==> src/seq_pkg.sv <==
// Constants and types shared by the converter sequencer end and the host end.
// Assumes a single 40 MHz clock for both ends and one link between them.
//
// How it works
// - Hardware sequencer runs only while enable pin high.
// - Hardware sequencer last step comes from channel-select pins; burst comes from the software setting.
// - Software mode programs every sequencer option.
// - Sequence list holds 32 programmable channel-pair steps.
// - Any channel, diagnostic too, at any step.
// - Software steps pair any A with B or diagnostic.
// - Burst: one start pulse converts whole sequence.
// - No burst: one pulse per step, then advance.
// - Burst ignored while the sequencer is disabled.
// - Hardware mode converts matched A/B channel indices only.
// - Results leave in programmed sequence order.
// - Start converts on rising edge while busy low.
// - Busy stays high through the whole burst.
package seq_pkg;

  // ****************************************************************
  // Sizes and codes
  // ****************************************************************
  localparam int SEQ_STEPS = 32;
  localparam int STEP_W = 5;
  localparam int CHAN_W = 4;
  localparam int SAMPLE_W = 16;
  localparam int SEL_W = 3;
  localparam logic [CHAN_W-1:0] DIAG_CHAN = 4'h8;
  localparam logic [STEP_W-1:0] STEP_RESET = 5'h00;
  localparam int PAIR_W = 2 * CHAN_W;
  localparam int RES_W = STEP_W + PAIR_W + 2 * SAMPLE_W;
  localparam int FIFO_DEPTH = 8;

  // ****************************************************************
  // Timing
  // ****************************************************************
  localparam int CLK_PERIOD_NS = 25;
  localparam int CONV_TIME_NS = 500;
  localparam int START_HIGH_NS = 50;
  // Least times round up to whole cycles.
  localparam int CONV_CYCLES = (CONV_TIME_NS + CLK_PERIOD_NS - 1) / CLK_PERIOD_NS;
  localparam int START_CYCLES = (START_HIGH_NS + CLK_PERIOD_NS - 1) / CLK_PERIOD_NS;
  localparam int CNT_W = 8;

  // Sequencer states.
  typedef enum logic [1:0] {
    ST_IDLE = 2'b00,
    ST_CONVERT = 2'b01,
    ST_PUSH = 2'b10
  } seq_state_type;

endpackage

==> src/seq_link_if.sv <==
// Link between the converter sequencer end and the host controller end.
// Assumes both ends share ref_clk_in; the testbench joins them here.
`timescale 1ns/1ps
interface seq_link_if;
  import seq_pkg::*;

  // Conversion control and mode pins.
  logic convert_start_pulse;
  logic busy;
  logic hw_mode;
  logic sequencer_enable_pin;
  logic [SEL_W-1:0] channel_select_pins;
  // Software programming port.
  logic prog_we;
  logic [STEP_W-1:0] prog_addr;
  logic [PAIR_W-1:0] prog_data;
  logic cfg_we;
  logic [STEP_W-1:0] cfg_last;
  logic cfg_burst;
  logic cfg_seq_en;
  // Result stream.
  logic res_valid;
  logic res_ready;
  logic [RES_W-1:0] res_data;

  modport device (
    input convert_start_pulse, hw_mode, sequencer_enable_pin, channel_select_pins,
    input prog_we, prog_addr, prog_data, cfg_we, cfg_last, cfg_burst, cfg_seq_en,
    input res_ready,
    output busy, res_valid, res_data
  );

  modport host (
    output convert_start_pulse, hw_mode, sequencer_enable_pin, channel_select_pins,
    output prog_we, prog_addr, prog_data, cfg_we, cfg_last, cfg_burst, cfg_seq_en,
    output res_ready,
    input busy, res_valid, res_data
  );

endinterface

==> src/seq_fifo.sv <==
// Result FIFO with valid/ready on both sides.
// Assumes one clock; the reader may stall so the FIFO can fill.
`timescale 1ns/1ps
module seq_fifo #(
  parameter int WIDTH = 8,
  parameter int DEPTH = 8
) (
  // Clock and reset.
  input wire logic ref_clk_in,
  input wire logic rst_b_in,
  // Fill side.
  input wire logic in_valid_in,
  output logic in_ready_out,
  input wire logic [WIDTH-1:0] in_data_in,
  // Drain side.
  output logic out_valid_out,
  input wire logic out_ready_in,
  output logic [WIDTH-1:0] out_data_out
);

  localparam int PTR_W = $clog2(DEPTH);

  typedef struct packed {
    logic [DEPTH-1:0][WIDTH-1:0] mem;
    logic [PTR_W-1:0] wptr;
    logic [PTR_W-1:0] rptr;
    logic [PTR_W:0] count;
  } fifo_state_type;

  fifo_state_type s_reg;
  fifo_state_type s_next;
  logic push;
  logic pop;

  // Full and empty follow the occupancy count.
  assign in_ready_out = (s_reg.count != (PTR_W + 1)'(DEPTH));
  assign out_valid_out = (s_reg.count != '0);
  assign out_data_out = s_reg.mem[s_reg.rptr];
  assign push = in_valid_in && in_ready_out;
  assign pop = out_valid_out && out_ready_in;

  // Pointer and storage update.
  always_comb
  begin
    s_next = s_reg;
    if (push)
    begin
      s_next.mem[s_reg.wptr] = in_data_in;
      s_next.wptr = (s_reg.wptr == PTR_W'(DEPTH - 1)) ? '0 : s_reg.wptr + 1'b1;
    end
    if (pop)
    begin
      s_next.rptr = (s_reg.rptr == PTR_W'(DEPTH - 1)) ? '0 : s_reg.rptr + 1'b1;
    end
    if (push && !pop)
    begin
      s_next.count = s_reg.count + 1'b1;
    end
    else if (pop && !push)
    begin
      s_next.count = s_reg.count - 1'b1;
    end
  end

  // State register.
  always_ff @(posedge ref_clk_in or negedge rst_b_in)
  begin
    if (!rst_b_in)
    begin
      s_reg <= '0;
    end
    else
    begin
      s_reg <= s_next;
    end
  end

endmodule

==> src/seq_device.sv <==
// Converter channel sequencer end: sequence list, burst control and result stream.
// Assumes the host end drives the link and the analog samples are ready
// on the sample inputs when the conversion time has run out.
`timescale 1ns/1ps
module seq_device (
  // Clock and reset.
  input wire logic ref_clk_in,
  input wire logic rst_b_in,
  // Link to the host.
  seq_link_if.device link,
  // Input multiplexer and sampled data.
  output logic [seq_pkg::CHAN_W-1:0] mux_a_sel_out,
  output logic [seq_pkg::CHAN_W-1:0] mux_b_sel_out,
  output logic sampling_out,
  input wire logic [seq_pkg::SAMPLE_W-1:0] sample_a_in,
  input wire logic [seq_pkg::SAMPLE_W-1:0] sample_b_in
);
  import seq_pkg::*;

  // ****************************************************************
  // State
  // ****************************************************************
  typedef struct packed {
    seq_state_type state;
    logic start_prev;
    logic [SEQ_STEPS-1:0][PAIR_W-1:0] list;
    logic [STEP_W-1:0] last_step;
    logic burst;
    logic sw_seq_en;
    logic [STEP_W-1:0] step;
    logic [STEP_W-1:0] run_last;
    logic run_seq;
    logic run_burst;
    logic run_hw;
    logic [CHAN_W-1:0] a_ch;
    logic [CHAN_W-1:0] b_ch;
    logic [CNT_W-1:0] count;
    logic [RES_W-1:0] result;
  } dev_state_type;

  dev_state_type s_reg;
  dev_state_type s_next;
  logic start_edge;
  logic seq_active;
  logic fifo_ready;

  // ****************************************************************
  // Helpers
  // ****************************************************************
  // Zero-extends a matched hardware channel index to a channel code.
  function automatic logic [CHAN_W-1:0] hw_chan(input logic [STEP_W-1:0] idx);
    hw_chan = CHAN_W'(idx[SEL_W-1:0]);
  endfunction

  // Picks the group A channel out of a stored list entry.
  function automatic logic [CHAN_W-1:0] pair_a(input logic [PAIR_W-1:0] pair);
    pair_a = pair[PAIR_W-1:CHAN_W];
  endfunction

  // Picks the group B channel, or the diagnostic code, out of a list entry.
  function automatic logic [CHAN_W-1:0] pair_b(input logic [PAIR_W-1:0] pair);
    pair_b = pair[CHAN_W-1:0];
  endfunction

  // Only a fresh rising edge seen while idle starts work.
  assign start_edge = link.convert_start_pulse && !s_reg.start_prev;
  assign seq_active = link.hw_mode ? link.sequencer_enable_pin : s_reg.sw_seq_en;

  // ****************************************************************
  // Sequencer
  // ****************************************************************
  always_comb
  begin
    s_next = s_reg;
    s_next.start_prev = link.convert_start_pulse;
    case (s_reg.state)
      ST_IDLE:
      begin
        // Programming is taken between conversions in software mode only.
        if (!link.hw_mode && link.prog_we)
        begin
          s_next.list[link.prog_addr] = link.prog_data;
        end
        if (!link.hw_mode && link.cfg_we)
        begin
          s_next.last_step = link.cfg_last;
          s_next.burst = link.cfg_burst;
          s_next.sw_seq_en = link.cfg_seq_en;
          s_next.step = STEP_RESET;
        end
        if (start_edge)
        begin
          s_next.state = ST_CONVERT;
          s_next.count = '0;
          s_next.run_seq = seq_active;
          s_next.run_hw = link.hw_mode;
          s_next.run_burst = seq_active && s_reg.burst;
          // Hardware sequence length comes from the select pins.
          s_next.run_last = link.hw_mode ? STEP_W'(link.channel_select_pins)
                                         : s_reg.last_step;
          // The pair is fixed here and held for the whole conversion.
          if (!seq_active)
          begin
            s_next.step = STEP_RESET;
            s_next.a_ch = CHAN_W'(link.channel_select_pins);
            s_next.b_ch = CHAN_W'(link.channel_select_pins);
          end
          else if (link.hw_mode)
          begin
            s_next.a_ch = hw_chan(s_reg.step);
            s_next.b_ch = hw_chan(s_reg.step);
          end
          else
          begin
            s_next.a_ch = pair_a(s_reg.list[s_reg.step]);
            s_next.b_ch = pair_b(s_reg.list[s_reg.step]);
          end
        end
      end
      ST_CONVERT:
      begin
        // Start edges here are not acted on; only the edge tracker moves.
        s_next.count = s_reg.count + 1'b1;
        if (s_reg.count == CNT_W'(CONV_CYCLES - 1))
        begin
          s_next.result = {s_reg.step, s_reg.a_ch, s_reg.b_ch, sample_a_in, sample_b_in};
          s_next.state = ST_PUSH;
        end
      end
      default:
      begin
        // A full FIFO holds the sequencer here with busy still high.
        if (fifo_ready)
        begin
          if (!s_reg.run_seq || s_reg.step >= s_reg.run_last)
          begin
            s_next.step = STEP_RESET;
          end
          else
          begin
            s_next.step = s_reg.step + 1'b1;
          end
          if (s_reg.run_burst && s_reg.step < s_reg.run_last)
          begin
            // Next pair of the burst starts without a new start pulse.
            s_next.state = ST_CONVERT;
            s_next.count = '0;
            if (s_reg.run_hw)
            begin
              s_next.a_ch = hw_chan(s_reg.step + 1'b1);
              s_next.b_ch = hw_chan(s_reg.step + 1'b1);
            end
            else
            begin
              s_next.a_ch = pair_a(s_reg.list[s_reg.step + 1'b1]);
              s_next.b_ch = pair_b(s_reg.list[s_reg.step + 1'b1]);
            end
          end
          else
          begin
            s_next.state = ST_IDLE;
          end
        end
      end
    endcase
  end

  // ****************************************************************
  // State register
  // ****************************************************************
  // Reset also clears the list, so the host must program it again.
  always_ff @(posedge ref_clk_in or negedge rst_b_in)
  begin
    if (!rst_b_in)
    begin
      s_reg <= '0;
    end
    else
    begin
      s_reg <= s_next;
    end
  end

  // ****************************************************************
  // Result FIFO and outputs
  // ****************************************************************
  // Results enter in conversion order, which is sequence order.
  seq_fifo #(
    .WIDTH(RES_W),
    .DEPTH(FIFO_DEPTH)
  ) u_fifo (
    .ref_clk_in(ref_clk_in),
    .rst_b_in(rst_b_in),
    .in_valid_in(s_reg.state == ST_PUSH),
    .in_ready_out(fifo_ready),
    .in_data_in(s_reg.result),
    .out_valid_out(link.res_valid),
    .out_ready_in(link.res_ready),
    .out_data_out(link.res_data)
  );

  // Busy covers every non-idle state, so a burst holds it throughout.
  assign link.busy = (s_reg.state != ST_IDLE);
  assign mux_a_sel_out = s_reg.a_ch;
  assign mux_b_sel_out = s_reg.b_ch;
  assign sampling_out = (s_reg.state == ST_CONVERT);

endmodule

==> src/flat_wrapper.sv <==
// flat-port wrapper written by rule: the top's interface ports become plain ports
module seq_device_flat import seq_pkg::*;
  (ref_clk_in, rst_b_in, mux_a_sel_out, mux_b_sel_out, sampling_out, sample_a_in, sample_b_in, link_convert_start_pulse, link_hw_mode, link_sequencer_enable_pin, link_channel_select_pins, link_prog_we, link_prog_addr, link_prog_data, link_cfg_we, link_cfg_last, link_cfg_burst, link_cfg_seq_en, link_res_ready, link_busy, link_res_valid, link_res_data);
  seq_link_if link_i ();
  input wire logic ref_clk_in;
  input wire logic rst_b_in;
  output logic [seq_pkg::CHAN_W-1:0] mux_a_sel_out;
  output logic [seq_pkg::CHAN_W-1:0] mux_b_sel_out;
  output logic sampling_out;
  input wire logic [seq_pkg::SAMPLE_W-1:0] sample_a_in;
  input wire logic [seq_pkg::SAMPLE_W-1:0] sample_b_in;
  input wire logic [$bits(link_i.convert_start_pulse)-1:0] link_convert_start_pulse;
  input wire logic [$bits(link_i.hw_mode)-1:0] link_hw_mode;
  input wire logic [$bits(link_i.sequencer_enable_pin)-1:0] link_sequencer_enable_pin;
  input wire logic [$bits(link_i.channel_select_pins)-1:0] link_channel_select_pins;
  input wire logic [$bits(link_i.prog_we)-1:0] link_prog_we;
  input wire logic [$bits(link_i.prog_addr)-1:0] link_prog_addr;
  input wire logic [$bits(link_i.prog_data)-1:0] link_prog_data;
  input wire logic [$bits(link_i.cfg_we)-1:0] link_cfg_we;
  input wire logic [$bits(link_i.cfg_last)-1:0] link_cfg_last;
  input wire logic [$bits(link_i.cfg_burst)-1:0] link_cfg_burst;
  input wire logic [$bits(link_i.cfg_seq_en)-1:0] link_cfg_seq_en;
  input wire logic [$bits(link_i.res_ready)-1:0] link_res_ready;
  output wire logic [$bits(link_i.busy)-1:0] link_busy;
  output wire logic [$bits(link_i.res_valid)-1:0] link_res_valid;
  output wire logic [$bits(link_i.res_data)-1:0] link_res_data;
  assign link_i.convert_start_pulse = link_convert_start_pulse;
  assign link_i.hw_mode = link_hw_mode;
  assign link_i.sequencer_enable_pin = link_sequencer_enable_pin;
  assign link_i.channel_select_pins = link_channel_select_pins;
  assign link_i.prog_we = link_prog_we;
  assign link_i.prog_addr = link_prog_addr;
  assign link_i.prog_data = link_prog_data;
  assign link_i.cfg_we = link_cfg_we;
  assign link_i.cfg_last = link_cfg_last;
  assign link_i.cfg_burst = link_cfg_burst;
  assign link_i.cfg_seq_en = link_cfg_seq_en;
  assign link_i.res_ready = link_res_ready;
  assign link_busy = link_i.busy;
  assign link_res_valid = link_i.res_valid;
  assign link_res_data = link_i.res_data;
  seq_device u_core (.ref_clk_in(ref_clk_in), .rst_b_in(rst_b_in), .link(link_i), .mux_a_sel_out(mux_a_sel_out), .mux_b_sel_out(mux_b_sel_out), .sampling_out(sampling_out), .sample_a_in(sample_a_in), .sample_b_in(sample_b_in));
endmodule
==> config.mk <==
export PLATFORM = sky130hd
export DESIGN_NAME = seq_device_flat
export DESIGN_NICKNAME = d
export VERILOG_FILES = /design/src/seq_pkg.sv /design/src/seq_link_if.sv /design/src/seq_fifo.sv /design/src/seq_device.sv /design/src/flat_wrapper.sv
export SDC_FILE = /design/constraint.sdc
export NUM_CORES = 1
export LEC_CHECK = 0
export BUFFER_PORTS_ARGS = -buffer_cell sky130_fd_sc_hd__buf_2
export CAP_MARGIN = 15
export CORE_ASPECT_RATIO = 0.7
export CORE_MARGIN = 2
export CORE_UTILIZATION = 30
export CTS_CLUSTER_DIAMETER = 120
export CTS_CLUSTER_SIZE = 10
export DETAILED_ROUTE_END_ITERATION = 8
export MAX_ROUTING_LAYER = met4
export PLACE_DENSITY = 0.48
export SYNTH_ARGS = -nofsm -noshare
export SYNTH_HDL_FRONTEND = slang
export SYNTH_SLANG_ARGS = --single-unit
==> constraint.sdc <==
create_clock -name ref_clk_in -period 3.1 [get_ports ref_clk_in]
set_clock_uncertainty 0.15 [all_clocks]
set_input_delay 0.31 -clock ref_clk_in [delete_from_list [all_inputs] [get_ports ref_clk_in]]
set_output_delay 0.31 -clock ref_clk_in [all_outputs]
set_load 0.005 [all_outputs]
==> impl_results.md <==
- Core area: 0.113 mm²
- M1 WL: 48200 µm
- Unrepaired setup endpoints after global routing: false
- Post-route cell area: 0.0400 mm²
- Placer congestion estimate: 0.854
- Initial antenna violation count: 5
- Arrival @ worst endpoint: 3.35 ns
- R2r endpoint: u_core.mux_a_sel_out[3]
- Final Critical Period: 2.97 ns
- WL final: 98800 µm
- CTS tree: yes
- Initial Util: 30.3%
- DRT iter0 DRCs: 1313
- #FFs+latches synth: 710
- Max Fclk: 337 MHz
- Final Util: 35.4%
- Worst rel slew slack: 38.2%
- Clock Root Buffer: clkbuf_16
- Leak: 18.8 nW
- Post-DRT Antenna Nets: 0
- Crit path kind: reg2reg
- Reg2Reg Setup Slack: 0.13 ns
- Die ar.: 0.117 mm²
- Placed instance area: 0.0373 mm²
- TritonCTS Buffers: 80
- Max-Cap Viols: 0
- Synthesized Nets: 2283
- Clock Sink Count: 710
- Max Transition Viols Final: 0
- Internal cell power: 0.0179 W
- Residual DRC: 0
- GRT Util Overall: 17.4%
- Worst Tran Pin Value: 0.927 ns
- Reg power frac: 42.1%
- Commonest non-fill, non-tap cell in the layout: mux2_2
- CP max FO: 25
- Gate power share: 26.7%
- Clk pwr share: 31.2%
- Yosys warns: 0
- PD cells: 665 mW/mm²
- Fin Setup TNS: 0 ns
- Cell taking the most area after synthesis: dfrtp_1
- Register area share after synthesis: 51.9%
- Crit. End Element: register
- DP HPWL: 65100 µm
- RR Startpoint: u_core.s_reg[70]
- Status: completed
- Final Hold Fails: 0
- Path depth of the worst reg2reg path: 8
- Max reg flops: 370
- Global-route wire length before repair: 148000 µm
- Vias in the first global route: 21800
- Crit start category: register
- NetSw: 0.00869 W
- WL met2: 42800 µm
- Die Y: 287 µm
- Mapped Area: 0.0342 mm²
- Crit share post-route: 95.8%
- Syn Area/Cell: 15.5 µm²
- Distinct cell type count after synthesis: 66
- Drt pass-1 iters: 6
- DIE WIDTH: 408 µm
- Met3 wire len: 5690 µm
- Largest cells by area after synthesis: dfrtp_1 (52%), mux2_2 (23%), mux4_2 (14%)
- Number of I/O port buffers: 118
- Power Total: 0.0266 W
- WL per Instance: 25.0 µm
- Worst-path clk slew: 0.06 ns
- Top FF cell, synth: dfrtp_1
- Most frequent cells in the layout: mux2_2 (709), dfrtp_1 (704), mux4_2 (212)
- EDFF count, synth: 0
- Hold Path Class: in2async
- Largest net degree at the start of global routing: 102
- Layout overhead on the synthesized area: 17.0%
- Worst-Skew Late Latency: 0.66 ns
- Routed vias: 20500
- WP data required: 3.48 ns
- H-tree levels: 3
- Top layer reached by signal wires: met4
- Synth top area share: 51.9%
- Clk buf depth: 3
- GRT overflow: 0
- Synth async-reset ratio: 100%
- Synthesized instance count: 2205
- Max IR drop VDD: 0.407 mV
- Vias per cell: 5.20
- Share of post-route cells with drive strength above 1: 53.3%
- Sw Ratio: 32.6%
- FP Rows: 103
- Final setup vio count: 0
- IO Count: 119
- Nets@finish: 2490
-- stage by stage --
stage	hold slack [ns]	instances	setup WS, ns
after floorplan	-0.136	2205	0.259
after global placement	0.137	3798	-0.102
after detailed placement	0.139	3798	-0.0649
after CTS	0.0104	3940	0.00715
after global routing	0.0595	3944	0.0198
final	0.0383	3945	0.130
-- cells by family after synthesis --
logic type / after synthesis / synth area share [%]
mux: 982 / 39.5
flops: 710 / 51.9
simple gates: 219 / 3.46
buf+inv: 177 / 2.60
compound gates: 92 / 1.70
fa+ha+maj: 15 / 0.570
xor+xnor: 10 / 0.256
-- routing by layer --
metal,global-route usage (%),vias up
li1,-,8697
met1,25.0,11200
met2,24.7,519
met3,4.05,137
met4,4.11,0
met5,-,-
-- how the worst max path moves through the flow --
stage	start	cells past startpoint	slack [ns]	endpoint
4_1_cts	u_core.s_reg[69]	8	0.007	u_core.mux_b_sel_out[3]
3_3_place_gp	u_core.s_reg[69]	8	-0.10	u_core.mux_b_sel_out[3]
3_5_place_dp	u_core.s_reg[69]	8	-0.06	u_core.mux_b_sel_out[3]
2_1_floorplan	u_core.s_reg[70]	7	0.26	u_core.mux_b_sel_out[0]
6_report	u_core.s_reg[70]	8	0.13	u_core.mux_a_sel_out[3]
5_1_grt	u_core.s_reg[69]	9	0.02	u_core.mux_b_sel_out[1]
-- power groups by stage --
stage          combinational [W]  sequential (W)  clock (W)
2_1_floorplan            0.00483          0.0108          0
3_3_place_gp             0.00676          0.0113          0
3_5_place_dp             0.00683          0.0114          0
4_1_cts                  0.00710          0.0112    0.00860
5_1_grt                  0.00765          0.0114    0.00898
6_report                 0.00711          0.0112    0.00832
-- repair_timing --
action | in CTS | in global routing
hold buffers | 45 | 0
resized for setup | 3 | 8
hold endpoints to repair | 297 | 0
pin swaps | 1 | 0
setup endpoints to repair | 35 | 7
setup buffers | 7 | 0
cloned | 0 | 2
-- cells in the mapped netlist, types with 4 or more instances --
| library cell | instances |
|---|---|
| mux2_2 | 709 |
| a211oi_1 | 4 |
| nor2_1 | 37 |
| and3_1 | 5 |
| nand3b_1 | 5 |
| buf_4 | 18 |
| a2111oi_0 | 4 |
| nand2b_1 | 9 |
| a21oi_1 | 23 |
| clkbuf_1 | 63 |
| dfrtp_1 | 710 |
| ha_1 | 14 |
| nand3_1 | 14 |
| a31oi_1 | 13 |
| xnor2_1 | 7 |
| inv_1 | 14 |
| nor3b_1 | 4 |
| buf_1 | 6 |
| buf_2 | 66 |
| nor2b_1 | 16 |
| mux4_1 | 9 |
| buf_6 | 8 |
| nand2_1 | 73 |
| a22oi_1 | 9 |
| nand4_1 | 5 |
| o21ai_0 | 19 |
| mux2_1 | 10 |
| or4_1 | 4 |
| nand2_2 | 8 |
| mux4_2 | 212 |
| mux2i_1 | 42 |
| nor3_1 | 12 |
-- worst max-delay path, cell delays in order, from the launching register on --
cell and delay (ns):
dfrtp_2 0.39, buf_4 0.31, buf_4 0.45, mux4_2 0.39, mux2i_2 0.41, nor2_1 0.08, or4_1 0.40, a21oi_1 0.13
o21ai_1 0.09
-- area by class of cell --
| cell class | instances | area (µm²) |
|---|---|---|
| sequential | 710 | 17800 |
| fill | 10700 | 73000 |
| clock buffer | 84 | 2020 |
| antenna | 3 | 7.51 |
| timing repair buffer | 287 | 2480 |
| inverter | 15 | 56.3 |
| multi-input combinational | 1318 | 15700 |
| clock inverter | 6 | 86.3 |
| tap | 1522 | 1900 |
No activity file was read; power rests on OpenSTA's default activity.
